$ cat src/rtl/ebcc_consts.vh
`ifndef EBCC_CONSTS_VH
`define EBCC_CONSTS_VH
// on-chip rom window bounds
`define EBCC_ROM_LO 16'h2000
`define EBCC_ROM_HI 16'h2FFF
// cycle phase states
`define EBCC_ST_IDLE 2'h0
`define EBCC_ST_ADDR 2'h1
`define EBCC_ST_DATA 2'h2
// access kinds
`define EBCC_KIND_DATA 2'h0
`define EBCC_KIND_FETCH 2'h1
`define EBCC_KIND_VECT 2'h2
`define EBCC_KIND_CCR 2'h3
// edges spent filling the pin synchronisers before strap capture
`define EBCC_SETTLE_CNT 2'h2
// width of the programming mode select field
`define EBCC_PMODE_W 4
`endif

$ cat src/rtl/ebcc_bus_ctrl.v
`timescale 1ns/1ps
// Notes on behaviour
// - high byte enable low in 16-bit cycles for word and high-byte access
// - enable and addr_lsb: 00 both, 01 high only, 10 low only
// - dynamic width enabled: sample width input, high 16-bit, low 8-bit
// - width input honoured also while fetching chip configuration value
// - fetch indicator high through whole external instruction fetch cycle
// - fetch indicator low for data, vector, config reads, internal fetches
// - strap low: all accesses go to external memory
// - strap high: 2000H-2FFFH on-chip, everything else external
// - strap captured only at reset release, held until next reset
// - strap at programming level: enter mode from prog_mode_select
// - isolate input low at reset release: all pins high impedance
// - isolation left only by reset
module ebcc_bus_ctrl
(
    input wire clock_i,                        // system clock
    input wire rst_b_i,                        // async reset, active low
    input wire ce_i,                           // clock enable
    input wire memory_source_strap_n_i,        // pin, strap level
    input wire programming_level_i,            // pin, strap at prog level
    input wire [3:0] prog_mode_select_i,       // pin, prog mode select
    input wire isolate_n_i,                    // pin, emulation isolate
    input wire dynamic_width_select_i,         // pin, 1 = 16-bit cycle
    input wire dyn_width_en_i,                 // config: dynamic width on
    input wire cfg_wide_i,                     // config: fixed 16-bit bus
    input wire req_i,                          // core access request
    input wire [15:0] req_addr_i,              // access address
    input wire req_word_i,                     // word access
    input wire [1:0] req_kind_i,               // data/fetch/vector/config
    output reg busy_o,                         // cycle in progress
    output reg done_o,                         // access complete pulse
    output reg internal_o,                     // last access went on-chip
    output reg wide_o,                         // last cycle was 16-bit
    output reg addr_valid_n_o,                 // address valid strobe
    output reg addr_valid_n_oe_o,              // its output enable
    output reg high_byte_enable_n_o,           // high byte enable
    output reg high_byte_enable_n_oe_o,        // its output enable
    output reg [15:0] ad_o,                    // address on ad bus
    output reg ad_oe_o,                        // ad bus output enable
    output reg fetch_indicator_o,              // instruction fetch flag
    output reg fetch_indicator_oe_o,           // its output enable
    output reg isolated_o,                     // isolation mode active
    output reg prog_mode_o,                    // programming mode active
    output reg [3:0] prog_mode_sel_o,          // latched programming mode
    output reg strap_ext_only_o                // latched strap: external only
);
`include "ebcc_consts.vh"

// ----------------------------------------------------------------
// pin synchronisers
// ----------------------------------------------------------------
reg [1:0] sync_strap;
reg [1:0] sync_plvl;
reg [1:0] sync_iso;
reg [1:0] sync_bw;
reg [3:0] sync_pm0;
reg [3:0] sync_pm1;

// two flops per pin input
always @(posedge clock_i or negedge rst_b_i)
begin
    if (!rst_b_i)
    begin
        sync_strap <= 2'h0;
        sync_plvl <= 2'h0;
        sync_iso <= 2'h3;
        sync_bw <= 2'h0;
        sync_pm0 <= 4'h0;
        sync_pm1 <= 4'h0;
    end
    else if (ce_i)
    begin
        sync_strap <= {sync_strap[0], memory_source_strap_n_i};
        sync_plvl <= {sync_plvl[0], programming_level_i};
        sync_iso <= {sync_iso[0], isolate_n_i};
        sync_bw <= {sync_bw[0], dynamic_width_select_i};
        // prog mode select moves as a bus through two stages
        sync_pm0 <= prog_mode_select_i;
        sync_pm1 <= sync_pm0;
    end
end

// ----------------------------------------------------------------
// strap capture at reset release
// ----------------------------------------------------------------
reg strap_taken;
// counts edges while the pin synchronisers fill
reg [1:0] settle;

// hazard: the synchronisers still hold their reset values on the
// first edges after release, so capture waits until they have filled
always @(posedge clock_i or negedge rst_b_i)
begin
    if (!rst_b_i)
    begin
        settle <= 2'h0;
        strap_taken <= 1'b0;
        strap_ext_only_o <= 1'b1;
        isolated_o <= 1'b0;
        prog_mode_o <= 1'b0;
        prog_mode_sel_o <= 4'h0;
    end
    else if (ce_i && !strap_taken)
    begin
        if (settle != `EBCC_SETTLE_CNT)
            settle <= settle + 2'h1;
        else
        begin
            strap_taken <= 1'b1;
            strap_ext_only_o <= !sync_strap[1];
            prog_mode_o <= sync_plvl[1];
            prog_mode_sel_o <= sync_pm1;
            isolated_o <= !sync_iso[1];
        end
    end
end

// ----------------------------------------------------------------
// address steering and width decode
// ----------------------------------------------------------------
function is_onchip;
    input [15:0] a;
    input ext_only;
    begin
        is_onchip = !ext_only && (a >= `EBCC_ROM_LO) &&
            (a <= `EBCC_ROM_HI);
    end
endfunction

// a request is taken only when idle, strapped, not isolated and not in programming mode
wire go = req_i && !busy_o && strap_taken && !isolated_o && !prog_mode_o;
// on-chip window check uses the latched strap
wire on_chip = is_onchip(req_addr_i, strap_ext_only_o);
// width: dynamic input also applies to config fetch
wire wide_now = dyn_width_en_i ? sync_bw[1] : cfg_wide_i;

// ----------------------------------------------------------------
// bus cycle sequencer
// ----------------------------------------------------------------
reg [1:0] state;
reg [15:0] cur_addr;
reg cur_word;

always @(posedge clock_i or negedge rst_b_i)
begin
    if (!rst_b_i)
    begin
        state <= `EBCC_ST_IDLE;
        cur_addr <= 16'h0000;
        cur_word <= 1'b0;
        busy_o <= 1'b0;
        done_o <= 1'b0;
        internal_o <= 1'b0;
        wide_o <= 1'b0;
        addr_valid_n_o <= 1'b1;
        high_byte_enable_n_o <= 1'b1;
        ad_o <= 16'h0000;
        ad_oe_o <= 1'b0;
        fetch_indicator_o <= 1'b0;
        addr_valid_n_oe_o <= 1'b0;
        high_byte_enable_n_oe_o <= 1'b0;
        fetch_indicator_oe_o <= 1'b0;
    end
    else if (ce_i)
    begin
        done_o <= 1'b0;
        // pins float while isolated or before straps are taken
        addr_valid_n_oe_o <= strap_taken && !isolated_o;
        high_byte_enable_n_oe_o <= strap_taken && !isolated_o;
        fetch_indicator_oe_o <= strap_taken && !isolated_o;
        case (state)
        `EBCC_ST_IDLE:
        begin
            // on-chip access completes at once
            if (go && on_chip)
            begin
                internal_o <= 1'b1;    // no strobes
                fetch_indicator_o <= 1'b0;
                done_o <= 1'b1;
            end
            else if (go)
            begin
                internal_o <= 1'b0;
                busy_o <= 1'b1;
                cur_addr <= req_addr_i;
                cur_word <= req_word_i;
                ad_o <= req_addr_i;
                ad_oe_o <= 1'b1;
                addr_valid_n_o <= 1'b0;
                fetch_indicator_o <= (req_kind_i == `EBCC_KIND_FETCH);
                state <= `EBCC_ST_ADDR;
            end
        end
        `EBCC_ST_ADDR:
        begin
            wide_o <= wide_now;
            // byte lanes: 00 both, 01 high, 10 low
            high_byte_enable_n_o <= !(wide_now &&
                (cur_word || cur_addr[0]));
            ad_oe_o <= 1'b0;
            state <= `EBCC_ST_DATA;
        end
        `EBCC_ST_DATA:
        begin
            // end of cycle: strobes high, done pulse
            addr_valid_n_o <= 1'b1;
            high_byte_enable_n_o <= 1'b1;
            fetch_indicator_o <= 1'b0;
            busy_o <= 1'b0;
            done_o <= 1'b1;
            state <= `EBCC_ST_IDLE;
        end
        default:
            state <= `EBCC_ST_IDLE;
        endcase
    end
end

endmodule // ebcc_bus_ctrl

$ cat config.mk
export PLATFORM = sky130hd
export DESIGN_NAME = ebcc_bus_ctrl
export DESIGN_NICKNAME = d
export VERILOG_FILES = /design/src/rtl/ebcc_bus_ctrl.v
export VERILOG_INCLUDE_DIRS = /design/src /design/src/rtl
export SDC_FILE = /design/constraint.sdc
export NUM_CORES = 1
export LEC_CHECK = 0
export BUFFER_PORTS_ARGS = -buffer_cell sky130_fd_sc_hd__buf_4
export CORE_ASPECT_RATIO = 0.9
export CORE_MARGIN = 2
export CORE_UTILIZATION = 45
export DETAILED_ROUTE_END_ITERATION = 16
export PLACE_DENSITY = 0.74
export SETUP_SLACK_MARGIN = 0.5
export SLEW_MARGIN = 20
export SYNTH_ARGS = -nofsm -noshare
export SYNTH_HDL_FRONTEND = slang
export SYNTH_SLANG_ARGS = --single-unit
$ cat constraint.sdc
create_clock -name clock_i -period 4.1 [get_ports clock_i]
set_clock_uncertainty 0.05 [all_clocks]
set_input_delay 0.41 -clock clock_i [delete_from_list [all_inputs] [get_ports clock_i]]
set_output_delay 0.41 -clock clock_i [all_outputs]
set_load 0.005 [all_outputs]
; ---- Word-level counts from Yosys, hierarchy flattened
; Cells that the tools add are included.
[word_totals]
register_bits = 54
out_inout_bits = 34
elab_cells = 88
inputBits = 33
[classes]
bitwise_logic = 2
eq_ne = 7
magnitude_cmp = 2
reduce_logical = 34
n_addsub = 1
muxes = 18
[ops]
columns = operator, count
row1 = greater-or-equal comparator 16 x 14 -> 1 bit (second input constant), 1
row2 = <= comparator 16 x 14 -> 1 bit (second input constant), 1
row3 = one-hot mux 1 bit (2 select lines), 6
row4 = AND reduction 4 bit, 3
row5 = logical AND 1 bit, 10
row6 = two-way mux 1 bit, 9
row7 = AND reduction 3 bit, 3
row8 = zero test 1 bit, 8
row9 = AND reduction 2 bit, 4
row10 = nonzero test 2 bit, 4
row11 = != test 2 bit (second input constant), 3
row12 = == test 2 x 1 -> 1 bit (second input constant), 2
row13 = two-way mux 2 bit, 2
row14 = one-hot mux 2 bit (2 select lines), 1
row15 = != test 3 bit (second input constant), 1
row16 = adder 2 x 1 -> 2 bit (second input constant), 1
row17 = == test 2 bit (second input constant), 1
row18 = zero test 2 bit, 1
row19 = inverter 1 bit, 2
row20 = logical OR 1 bit, 1

; ---- Logic depth before layout (Yosys ltp)
; Gate-level depths: netlist of the first run.
[depth]
word_depth = 8
depth_mapped = 6
depth_no_buf = 6

; ---- Least setup slack after synthesis of the first run
; No wires, ideal clock.
[synth_timing]
path_kind = flip-flop to flip-flop
from = register state[0]
to = register cur_addr[10] (netlist name)
setup_time_ps = 125
path_stages_with_launch = 7
n_path_buf = 1
required_ps = 3925
period_less_slack_ps = 1759
arrival_time_ps = 1584
path_slack_ps = 2341
cell_sequence = dfrtp_1 > inv_1 > ha_1 > nand4_1 > nor2_4 > buf_6 > mux2_2
[synth_rtl]
columns = item, line_no
row1 = "start, declared", ebcc_bus_ctrl.v:141  ; reg [1:0] state;
row2 = "start signal, assigned", ebcc_bus_ctrl.v:149  ; state <= `EBCC_ST_IDLE;
row3 = "start signal, assigned", ebcc_bus_ctrl.v:192  ; state <= `EBCC_ST_ADDR;
row4 = "start signal, assigned", ebcc_bus_ctrl.v:202  ; state <= `EBCC_ST_DATA;

==> results of run 1 <==
-- through the flow --
stage	util, %	worst slack, ps	total power (uW)
after global routing	59.7	1890	1910
final	59.7	2060	1790
after floorplan	-	2340	1170
after CTS	59.7	2060	1810
after global placement	57.7	2090	1490
after detailed placement	57.7	2040	1510
-- how the worst min path moves through the flow --
stage | slack (ps) | start | endpoint | depth (start not counted)
finish | 80 | rst_b_i | cur_addr[2]$_DFFE_PN0P_ | 1
global route | 150 | rst_b_i | sync_pm0[1]$_DFFE_PN0P_ | 1
CTS | 100 | rst_b_i | cur_addr[1]$_DFFE_PN0P_ | 1
detailed placement | 370 | sync_strap[1]$_DFFE_PN0P_ | strap_ext_only_o$_DFFE_PN1P_ | 1
global placement | 360 | sync_strap[1]$_DFFE_PN0P_ | strap_ext_only_o$_DFFE_PN1P_ | 1
floorplan | 60 | rst_b_i | ad_oe_o$_DFFE_PN0P_ | 0
-- flip-flops by register name (all words and copies together) (netlist names), 2 cells and up --
register / flops
sync_iso: 2
sync_pm0: 4
cur_addr: 16
sync_pm1: 4
settle: 2
sync_strap: 2
prog_mode_sel_o: 4
sync_bw: 2
sync_plvl: 2
state: 2
-- kinds of logic after synthesis --
group	after synthesis	share of synthesized area, %
flip-flops	54	60.2
multiplexers	38	19.1
AND/OR/NAND/NOR	28	8.72
AO/OA/AOI/OAI	22	6.16
buffers and inverters	11	2.61
adder cells (fa/ha/maj)	5	2.78
XOR/XNOR	1	0.389
-- cell usage after synthesis (all sizes together) --
| master | n |
|---|---|
| a21oi | 8 |
| nor4 | 1 |
| xnor2 | 1 |
| inv | 5 |
| and4 | 1 |
| ha | 5 |
| nor2 | 6 |
| buf | 5 |
| and2b | 1 |
| dfrtp | 49 |
| mux2 | 37 |
| o22a | 1 |
| a31oi | 3 |
| nand2b | 2 |
| nand2 | 5 |
| nand3b | 2 |
| mux2i | 1 |
| or4 | 1 |
| nor3b | 2 |
| nand4 | 1 |
| o21ai | 7 |
| a31o | 1 |
| nor3 | 1 |
| and2 | 1 |
| or3b | 1 |
| and3 | 1 |
| dfstp | 5 |
| clkbuf | 1 |
| a22o | 1 |
| a21bo | 1 |
| nand3 | 1 |
| nor2b | 1 |
-- layer usage --
metal / vias to the layer above / global-route usage (%) / wire (um)
li1: 695 / - / -
met1: 692 / 23.0 / 1890
met2: 29 / 23.9 / 2000
met3: 4 / 4.08 / 168
met4: 0 / 4.09 / 33
met5: - / 0 / 0
-- cells in the final DEF, fill, tap and decap left out, drive strengths merged, types with 2 or more instances in the layout --
cell	n
buf	66
dfrtp	49
mux2	37
a21oi	8
o21ai	7
clkbuf	6
nor2	6
inv	5
nand2	5
ha	5
dfstp	5
a31oi	3
nand3b	2
nand2b	2
nor3b	2
-- cell type report --
type                    instances  area share, %
inverters                       5          0.650
clock buffers                   6           2.86
clock inverters                 2          0.434
repair buffers                 66           17.2
flip-flops and latches         54           47.1
well taps                      65           2.82
multi-input cells              94           29.0
-- power by group through the flow --
stage / registers, uW / clock network [uW] / logic (uW)
after detailed placement: 871 / 0 / 641
after CTS: 860 / 312 / 642
final: 858 / 299 / 629
after global placement: 868 / 0 / 625
after floorplan: 862 / 0 / 307
after global routing: 887 / 335 / 688
-- worst max-delay path, cell delays in order (launching register included) --
cell and delay [ps]:
sky130_fd_sc_hd__dfrtp_1 410, sky130_fd_sc_hd__inv_1 110, sky130_fd_sc_hd__ha_1 240, sky130_fd_sc_hd__nand4_1 250, sky130_fd_sc_hd__nor2_4 470, sky130_fd_sc_hd__mux2_2 400
==> qor.log, run 1 <==
[synthesis] cell taking the most area after synthesis sky130_fd_sc_hd__dfrtp_1
[routing] number of nets with antenna violations after routing 0
[floorplan] Die Height 71.1 um
[timing] number of hold violations in the final report 0
[synthesis] sequential area share after synthesis 60.2%
[placement] post-place instance area 2790 um2
[synthesis] per-instance average area after synthesis 14.2 um2
[grt] first-pass GRT wire length 6850 um
[timing] setup TNS after final layout 0 ps
[worst_setup_path] Max Fanout on Critical Path 18
[worst_setup_path] origin of the critical flop-to-flop path state[1]$_DFFE_PN0P_
[timing] Relative slew margins 55.9%
[worst_setup_path] Critical Path Sink cur_addr[2]$_DFFE_PN0P_
[worst_setup_path] critical path start-end classification flop to flop
[final_layout] final std cell area, no fill 2890 um2
[final_layout] total inserted antenna cells 0
[timing] Final Cycle Share 49.7%
[final_layout] sequential cell area in the final layout 1360 um2
[routing] via total after detailed routing 1420
[final_layout] number of nets in the finished design 264
[final_layout] final cell count without fillers 292
[power_and_ir_drop] leakage component of the power 0.00134 uW
[synthesis] flop and latch count out of synthesis 54
[grt] Total GRT Usage 15.8%
[floorplan] number of top-level pins 67
[routing] DRT Pass-1 Iters 4
[final_layout] ratio of cells with drive above 1 in the final layout 54.6%
[power_and_ir_drop] internal cell power 1270 uW
[clocking] clock-pin slew of the registers on the worst-case setup and hold paths 90 ps
[power_and_ir_drop] sequential fraction of design power 48.0%
[worst_setup_path] type of destination of the critical path flop
[floorplan] core box area 4830 um2
[worst_setup_path] Required @ worst endpoint 4240 ps
[synthesis] main area contributors after synthesis sky130_fd_sc_hd__dfrtp_1, sky130_fd_sc_hd__mux2_2, sky130_fd_sc_hd__dfstp_2
[synthesis] count of yosys warnings during synthesis 0
[timing] final count of negative-setup-slack endpoints 0
[worst_setup_path] element type at the critical path start flop
[routing] violation count after the first detailed-routing iteration 74
[floorplan] die area 5590 um2
[synthesis] post-synth design cell area 2250 um2
[floorplan] initial core utilization 46.6%
[worst_setup_path] arrival time at the worst endpoint 2180 ps
[placement] placer congestion estimate 0.816
[worst_setup_path] worst setup slack for register-to-register paths 2060 ps
[placement] post-detail-place hpwl 3030 um
[routing] WL final 4090 um
[worst_setup_path] Reg2Reg Depth 5
[routing] drt via density 4.86
[clocking] maximum number of buffers from clock root to sink 2
[worst_setup_path] Critical Path Start state[1]$_DFFE_PN0P_
[timing] Slew @ Worst Pin 661 ps
[routing] average routed wire per standard cell 14.0 um
[hold_path] class of the tightest hold or removal check input port to asynchronous set/reset pin
[final_layout] fillers 410
[clocking] sink count of the clock tree 54
[timing] crit path time final 2040 ps
[power_and_ir_drop] largest vdd supply drop 0.000261 V
[clocking] clock tree from TritonCTS yes
[power_and_ir_drop] Comb pwr share 35.2%
[timing] maximum clock rate 491 MHz
[clocking] post-CTS setup buffers 0
[final_layout] area occupied by multi-input gates 837 um2
[synthesis] Unique masters post-synth 38
[timing] final slew viol count 0
[power_and_ir_drop] clock share of power 16.7%
[grt] maximum number of pins on one net before global-route repair 55
[routing] number of remaining DRC errors 0
[final_layout] synth-to-layout area growth 28.0%
[floorplan] die width 78.6 um
[clocking] post_cts resized 0
[timing] Hold WS 79.5 ps
[synthesis] post-synth net total 197
[grt] number of antenna violations at the first check in global routing 0
[clocking] number of hold-repair buffers added at the cts stage 0
[power_and_ir_drop] power density normalized to cell area 619 nW/um2
[grt] via count of the first global-routing pass 1390
[grt] total congestion overflow 0
[clocking] buffer cell driving the clock tree root sky130_fd_sc_hd__clkbuf_8
[worst_setup_path] terminus of the critical flop-to-flop path cur_addr[2]$_DFFE_PN0P_
[floorplan] number of rows in the core area 24
[synthesis] area fraction of the dominant cell type after synthesis 54.4%
[clocking] number of buffers added by the clock tree synthesis step 5
[outcome] run status finished clean
[power_and_ir_drop] Sw Pwr 519 uW
[power_and_ir_drop] net switching fraction of the power 29.1%
[clocking] maximum level of the CTS H-tree 2
[placement] placed cell count 284
[job] number of violations of the max-capacitance limit 0
[timing] RSZ-0062 raised after global routing no
[synthesis] number of instances in the synthesized netlist 159
[placement] number of port buffers 66
[clocking] clk_lat worst skew 300 ps
Note: power is estimated with default switching activity, not from simulation.
==> run 2, diff against run 1 <==
ABC_AREA = 1   (was default)
clock period = 2.1 ns   (was 4.1 ns; I/O delays follow)
==> run 2 against run 1 <==
Net effect:
- maximum frequency is 38% higher
- critical path depth is 3 higher
- register-to-register slack worse by 1400 ps
- utilization is 1.1 points higher
- sequential share of layout area is 1.7 points lower
- sequential power is 72% higher
- clock power is 85% higher
- hold slack worse by 12 ps
==> qor.log, run 2 <==
[outcome] run status finished clean
[grt] via count of the first global-routing pass 1755 [+26%]
[placement] placer congestion estimate 0.780 [-4.5%]
[clocking] clock-pin slew of the registers on the worst-case setup and hold paths 90 ps [about the same]
[final_layout] ratio of cells with drive above 1 in the final layout 32.9% [-22 points]
[timing] crit path time final 1480 ps [-562 ps]
[synthesis] share of synthesized flip-flops with an asynchronous set or reset 100% [unchanged]
[final_layout] register containing the most flip-flops in the final layout cur_addr
[floorplan] core box area 4920 um2 [+1.9%]
[power_and_ir_drop] power density normalized to cell area 1050 nW/um2 [+69%]
[worst_setup_path] delay of the slowest critical-path stage 400 ps [-70 ps]
[clocking] sink count of the clock tree 54 [unchanged]
[synthesis] number of instances in the synthesized netlist 240 [+51%]
[synthesis] flop and latch count out of synthesis 54 [unchanged]
[timing] RSZ-0062 raised after global routing no
[worst_setup_path] Max Fanout on Critical Path 7 [-11]
[floorplan] die width 79.9 um [+1.7%]
[floorplan] number of rows in the core area 24 [unchanged]
[synthesis] post-synth net total 278 [+41%]
[final_layout] synth-to-layout area growth 28.2%
[routing] WL final 4720 um [+15%]
[timing] final count of negative-setup-slack endpoints 0 [unchanged]
[routing] DRT Pass-1 Iters 4 [unchanged]
[worst_setup_path] worst-path cell chain inv_1 -> ha_4 -> inv_1 -> nand2_1 -> nand2_2 -> nand3_1 -> nand2_1 -> nand2_1
[routing] number of nets with antenna violations after routing 0 [unchanged]
[clocking] clk_lat worst skew 300 ps [about the same]
[final_layout] final cell count without fillers 372 [+27%]
[routing] average routed wire per standard cell 12.7 um [-9.4%]
[timing] Slew @ Worst Pin 666 ps [+4.98 ps]
[grt] maximum number of pins on one net before global-route repair 55 [unchanged]
[synthesis] sequential area share after synthesis 58.1% [-2.1 points]
[final_layout] number of nets in the finished design 344 [+30%]
[power_and_ir_drop] leakage component of the power 0.00152 uW [+14%]
[final_layout] total inserted antenna cells 0 [unchanged]
[synthesis] Most used DFF post-synth sky130_fd_sc_hd__dfrtp_1
[hold_path] class of the tightest hold or removal check input port to flop
[timing] final slew viol count 0 [unchanged]
[clocking] maximum level of the CTS H-tree 2 [unchanged]
[job] number of violations of the max-capacitance limit 0 [unchanged]
[routing] number of remaining DRC errors 0 [unchanged]
[worst_setup_path] Critical Path Most Common Cell sky130_fd_sc_hd__nand2_1
[timing] Final WS setup 624 ps [-1440 ps]
[grt] first-pass GRT wire length 7700 um [+12%]
[timing] Final Cycle Share 70.3% [+21 points]
[placement] post-detail-place hpwl 3280 um [+8.4%]
[timing] maximum clock rate 678 MHz [+38%]
[power_and_ir_drop] largest vdd supply drop 0.000539 V [+110%]
[floorplan] die area 5780 um2 [+3.5%]
[routing] violation count after the first detailed-routing iteration 117 [+58%]
[synthesis] cell taking the most area after synthesis sky130_fd_sc_hd__dfrtp_1
[floorplan] initial core utilization 47.4% [+0.82 points]
[worst_setup_path] cell at the slowest stage of the critical path sky130_fd_sc_hd__dfrtp_1
[placement] pre-CTS setup slack 508 ps [-1530 ps]
[clocking] clock tree from TritonCTS yes
[final_layout] flip-flop count of the largest register, all copies and words added 16 [unchanged]
[placement] placed cell count 361 [+27%]
[clocking] buffer cell driving the clock tree root sky130_fd_sc_hd__clkbuf_8
[worst_setup_path] cell type group with the largest total delay on the critical path simple AND/OR/NAND/NOR gates
[synthesis] area fraction of the dominant cell type after synthesis 52.5% [-1.9 points]
[floorplan] Die Height 72.4 um [+1.7%]
[worst_setup_path] arrival time at the worst endpoint 1620 ps [-560 ps]
[synthesis] post-synth design cell area 2340 um2 [+3.7%]
[synthesis] per-instance average area after synthesis 9.73 um2 [-31%]
[final_layout] commonest cells after routing, fill and taps aside sky130_fd_sc_hd__nand2_1, sky130_fd_sc_hd__buf_4, sky130_fd_sc_hd__dfrtp_1, sky130_fd_sc_hd__nand3_1, sky130_fd_sc_hd__inv_1
[synthesis] EDFF count, synth 0 [unchanged]
[worst_setup_path] critical path start-end classification flop to flop
[power_and_ir_drop] total power draw 3130 uW [+75%]
[routing] via total after detailed routing 1763 [+24%]
[clocking] maximum number of buffers from clock root to sink 2 [unchanged]
[grt] total congestion overflow 0 [unchanged]
[routing] drt via density 4.74 [-2.5%]
[grt] number of antenna violations at the first check in global routing 0 [unchanged]
[synthesis] synth cell count leaders sky130_fd_sc_hd__nand2_1, sky130_fd_sc_hd__dfrtp_1, sky130_fd_sc_hd__nand3_1
[clocking] number of buffers added by the clock tree synthesis step 5 [unchanged]
[grt] Total GRT Usage 17.1% [+1.3 points]
[timing] number of hold violations in the final report 0 [unchanged]
[worst_setup_path] Required @ worst endpoint 2250 ps [-1990 ps]
[worst_setup_path] worst setup slack for register-to-register paths 620 ps [-1440 ps]
[synthesis] Unique masters post-synth 26 [-32%]
[timing] Relative slew margins 55.6% [-0.33 points]
[synthesis] main area contributors after synthesis sky130_fd_sc_hd__dfrtp_1, sky130_fd_sc_hd__nand2_1, sky130_fd_sc_hd__dfstp_2
[final_layout] Finished Core Util 60.8% [+1.1 points]
[final_layout] fillers 442 [+7.8%]
[worst_setup_path] type of destination of the critical path flop
[worst_setup_path] Critical path buffers and inverters 2 [+1]
[timing] setup TNS after final layout 0 ps [unchanged]
[placement] number of port buffers 66 [unchanged]
[worst_setup_path] element type at the critical path start flop
[synthesis] most numerous cell in the Yosys netlist sky130_fd_sc_hd__nand2_1
[synthesis] count of yosys warnings during synthesis 0 [unchanged]
[floorplan] number of top-level pins 67 [unchanged]
[final_layout] commonest non-fill, non-tap cell in the layout sky130_fd_sc_hd__nand2_1
-- run 2: logic make-up (layout without fill, tap and decap cells) --
logic type,after synthesis,in the layout,synth area share [%]
compound gates,27,27,6.27
xor+xnor,1,1,0.375
fa+ha+maj,5,5,2.68
buf+inv,32,98,6.70
flops,54,54,58.1
mux,7,7,3.37
simple gates,114,115,22.5
-- run 2: worst paths after layout --
kind | start | end | depth (start not counted)
max reg2reg | state[1]$_DFFE_PN0P_ | busy_o$_DFFE_PN0P_ | 8
max in group asynchronous | rst_b_i | fetch_indicator_o$_DFFE_PN0P_ | 2
min reg2reg | sync_strap[1]$_DFFE_PN0P_ | strap_ext_only_o$_DFFE_PN1P_ | 1
min | memory_source_strap_n_i | sync_strap[0]$_DFFE_PN0P_ | 3
min in group asynchronous | rst_b_i | sync_plvl[0]$_DFFE_PN0P_ | 2
max | state[1]$_DFFE_PN0P_ | busy_o$_DFFE_PN0P_ | 8
-- run 2: cell type report --
cell class                      count  area, um2  area share, %
Clock buffer                        7       76.3           2.55
Clock inverter                      1       7.51          0.251
Multi-Input combinational cell    155        861           28.7
Inverter                           21       78.8           2.63
Sequential cell                    54       1360           45.3
Tap cell                           65       81.3           2.72
Timing Repair Buffer               69        533           17.8
-- run 2: power breakdown --
part           leakage [uW]  switching (uW)  internal (uW)  total, uW
clock network     0.0000385             316            237        553
logic              0.000831             539            556       1090
registers          0.000654             156           1330       1480
-- run 2: worst min-delay path, cell delays in order --
cell                      delay (ps)
sky130_fd_sc_hd__buf_4            80
sky130_fd_sc_hd__nand2_1          40
sky130_fd_sc_hd__o21ai_0          60
-- run 2: metrics by stage --
step                area (um2)  hold slack, ps
floorplan                 2340            -136
finish                    3000            67.0
detailed placement        2840             244
global route              3000            68.7
CTS                       2940            59.5
global placement          2840             240
-- run 2: what timing repair did --
| action | 4_1_cts | 5_1_grt |
|---|---|---|
| endpoints found under the setup margin | 1 | 25 |
| endpoints found under the hold margin | 49 | 0 |
| buffers inserted | 0 | 1 |
| hold buffers | 1 | 0 |
| pin swaps | 1 | 2 |
| gates resized for setup | 0 | 4 |
| cloned | 0 | 1 |
-- run 2: per-layer routing --
layer | GRT usage (%) | vias to the layer above | part of all wire [%]
li1 | - | 897 | -
met1 | 21.8 | 828 | 45
met2 | 28.1 | 33 | 49
met3 | 3.86 | 5 | 4.2
met4 | 7.72 | 0 | 1.4
met5 | 0 | - | 0
==> run 3, diff against run 2 <==
PLACE_DENSITY = 0.76   (was 0.74)
clock period = 1.3 ns   (was 2.1 ns; I/O delays follow)
==> run 3 against run 2 <==
Net effect:
- the run now ends with negative hold slack, negative setup slack left
- flip-flop and latch count unchanged
- via count rose by 25%
- final cell count increased by 16%
- highest routed layer unchanged
- register-to-register slack got worse by 740 ps
- non-clock buffer count is 59 higher
- combinational power rose to 2.8 times the previous value
- critical path type unchanged
==> qor.log, run 3 (same netlist as run 2, synthesis figures left out) <==
[outcome] run status finished with violations
[outcome] violated checks negative hold slack, negative setup slack
[timing] Final Cycle Share 109% [+39 points]
[worst_setup_path] Max Fanout on Critical Path 17 [+10]
[clocking] clock tree from TritonCTS yes
[worst_setup_path] element type at the critical path start flop
[timing] maximum clock rate 707 MHz [+4.4%]
[placement] number of port buffers 66 [unchanged]
[power_and_ir_drop] total power draw 6690 uW [+110%]
[floorplan] initial core utilization 47.4% [unchanged]
[clocking] buffer cell driving the clock tree root sky130_fd_sc_hd__clkbuf_8
[worst_setup_path] Critical Path Most Common Cell sky130_fd_sc_hd__nand2_1
[routing] number of remaining DRC errors 0 [unchanged]
[final_layout] commonest non-fill, non-tap cell in the layout sky130_fd_sc_hd__buf_4
[worst_setup_path] type of destination of the critical path flop
[timing] RSZ-0062 raised after global routing yes
[clocking] number of hold-repair buffers added at the cts stage 10 [+9]
[floorplan] number of top-level pins 67 [unchanged]
[clocking] number of buffers added by the clock tree synthesis step 5 [unchanged]
[power_and_ir_drop] largest vdd supply drop 0.000976 V [+81%]
[grt] via count of the first global-routing pass 1966 [+12%]
[grt] Total GRT Usage 21.7% [+4.6 points]
[worst_setup_path] delay of the slowest critical-path stage 420 ps [+20 ps]
[floorplan] die area 5780 um2 [unchanged]
[grt] maximum number of pins on one net before global-route repair 32 [-42%]
[placement] post-detail-place hpwl 3450 um [+5.1%]
[worst_setup_path] worst-path cell chain nand3b_1 -> nor2_4 -> nand4_4 -> buf_12 -> nand2_1 -> nand2_1
[timing] Slew @ Worst Pin 243 ps [-423 ps]
[clocking] clk_lat worst skew 310 ps [about the same]
[routing] via total after detailed routing 2205 [+25%]
[worst_setup_path] cell type group with the largest total delay on the critical path simple AND/OR/NAND/NOR gates
[routing] drt via density 5.12 [+7.9%]
[grt] first-pass GRT wire length 9630 um [+25%]
[worst_setup_path] Critical path buffers and inverters 1 [-1]
[power_and_ir_drop] power density normalized to cell area 1720 nW/um2 [+65%]
[routing] violation count after the first detailed-routing iteration 151 [+29%]
[final_layout] number of nets in the finished design 403 [+17%]
[clocking] clock-pin slew of the registers on the worst-case setup and hold paths 100 ps [about the same]
[final_layout] synth-to-layout area growth 66.1%
[hold_path] class of the tightest hold or removal check input port to asynchronous set/reset pin
[floorplan] core box area 4920 um2 [unchanged]
[timing] crit path time final 1410 ps [-61.6 ps]
[floorplan] die width 79.9 um [unchanged]
[timing] Final WS setup -114 ps [-738 ps]
[floorplan] number of rows in the core area 24 [unchanged]
[timing] setup TNS after final layout -2050 ps [-2050 ps]
[timing] final slew viol count 0 [unchanged]
[final_layout] commonest cells after routing, fill and taps aside sky130_fd_sc_hd__buf_4, sky130_fd_sc_hd__nand2_1, sky130_fd_sc_hd__dfrtp_1, sky130_fd_sc_hd__buf_6, sky130_fd_sc_hd__nand3_1
[final_layout] register containing the most flip-flops in the final layout cur_addr
[job] number of violations of the max-capacitance limit 0 [unchanged]
[clocking] maximum level of the CTS H-tree 2 [unchanged]
[power_and_ir_drop] leakage component of the power 0.00192 uW [+26%]
[worst_setup_path] arrival time at the worst endpoint 1580 ps [-40 ps]
[clocking] sink count of the clock tree 54 [unchanged]
[final_layout] fillers 300 [-32%]
[floorplan] Die Height 72.4 um [unchanged]
[routing] DRT Pass-1 Iters 4 [unchanged]
[routing] number of nets with antenna violations after routing 0 [unchanged]
[timing] Relative slew margins 83.7% [+28 points]
[worst_setup_path] critical path start-end classification flop to flop
[worst_setup_path] Required @ worst endpoint 1470 ps [-780 ps]
[routing] WL final 6880 um [+46%]
[grt] total congestion overflow 0 [unchanged]
[worst_setup_path] cell at the slowest stage of the critical path sky130_fd_sc_hd__dfrtp_1
[final_layout] total inserted antenna cells 0 [unchanged]
[clocking] maximum number of buffers from clock root to sink 2 [unchanged]
[timing] number of hold violations in the final report 58 [+58]
[final_layout] ratio of cells with drive above 1 in the final layout 52.2% [+19 points]
[timing] Hold WS -376 ps [-443 ps]
[grt] number of antenna violations at the first check in global routing 0 [unchanged]
[placement] placer congestion estimate 0.857 [+9.9%]
[final_layout] flip-flop count of the largest register, all copies and words added 16 [unchanged]
[timing] final count of negative-setup-slack endpoints 26 [+26]
[final_layout] area occupied by multi-input gates 1050 um2 [+22%]
[routing] average routed wire per standard cell 16.0 um [+26%]
[final_layout] sequential cell area in the final layout 1360 um2 [about the same]
==> run 3: what timing repair did <==
| action | 4_1_cts | 5_1_grt |
|---|---|---|
| hold endpoints to repair | 65 | 55 |
| buffers inserted | 21 | 19 |
| endpoints found under the setup margin | 79 | 80 |
| pin swaps | 8 | 11 |
| resized for setup | 48 | 30 |
| gates cloned | 1 | 1 |
==> run 3: area by class of cell <==
class | count | area share, %
Multi-Input combinational cell | 155 | 27.1
Sequential cell | 54 | 35.0
Timing Repair Buffer | 128 | 30.9
Tap cell | 65 | 2.10
Clock buffer | 7 | 1.97
Inverter | 21 | 2.10
Clock inverter | 1 | 0.774
==> run 3: per-layer routing <==
layer  vias up  global-route usage, %  share of wire, %
li1       1017                      -                 -
met1      1103                   30.3                43
met2        70                   34.8                51
met3        15                   3.86               3.8
met4         0                   6.78               2.4
met5         -                      0                 0
==> run 3: path summary, 6_finish.rpt <==
kind / start / to / slack, ps / cells after the start
setup / recovery: prog_mode_o$_DFFE_PN0P_ / cur_addr[15]$_DFFE_PN0P_ / -110 / 6
hold / removal: rst_b_i / sync_pm0[2]$_DFFE_PN0P_ / -380 / 1
setup reg to reg: prog_mode_o$_DFFE_PN0P_ / cur_addr[15]$_DFFE_PN0P_ / -110 / 6
hold reg to reg: sync_strap[1]$_DFFE_PN0P_ / strap_ext_only_o$_DFFE_PN1P_ / 390 / 1
max in group asynchronous: rst_b_i / addr_valid_n_o$_DFFE_PN1P_ / 1050 / 2
min in group clock_i: dynamic_width_select_i / sync_bw[0]$_DFFE_PN0P_ / -10 / 2
==> run 3: report_power, final <==
group | internal [uW] | switching [uW] | total, uW
logic | 1830 | 1250 | 3080
clock network | 577 | 560 | 1140
registers | 2150 | 326 | 2470
total | 4550 | 2130 | 6690
==> run 3: metrics by stage <==
| stage | std cells | cell area, um2 | hold slack [ps] | setup WS, ps | utilization, % |
|---|---|---|---|---|---|
| 4_1_cts | 411 | 3610 | -369 | -6.62 | 73.2 |
| 3_5_place_dp | 371 | 3070 | -34.6 | -24.7 | 62.3 |
| 2_1_floorplan | 240 | 2460 | -216 | 40.5 | - |
| 6_report | 431 | 3880 | -376 | -114 | 78.8 |
| 5_1_grt | 431 | 3880 | -369 | -240 | 78.8 |
| 3_3_place_gp | 371 | 3070 | -39.0 | -1.50 | 62.3 |
==> run 3: worst reg2reg max path, cell delays in order (launching register included) <==
cell,delay [ps]
sky130_fd_sc_hd__dfrtp_1,420
sky130_fd_sc_hd__nand3b_1,230
sky130_fd_sc_hd__nor2_4,170
sky130_fd_sc_hd__nand4_4,110
sky130_fd_sc_hd__buf_12,180
sky130_fd_sc_hd__nand2_1,90
sky130_fd_sc_hd__nand2_1,60
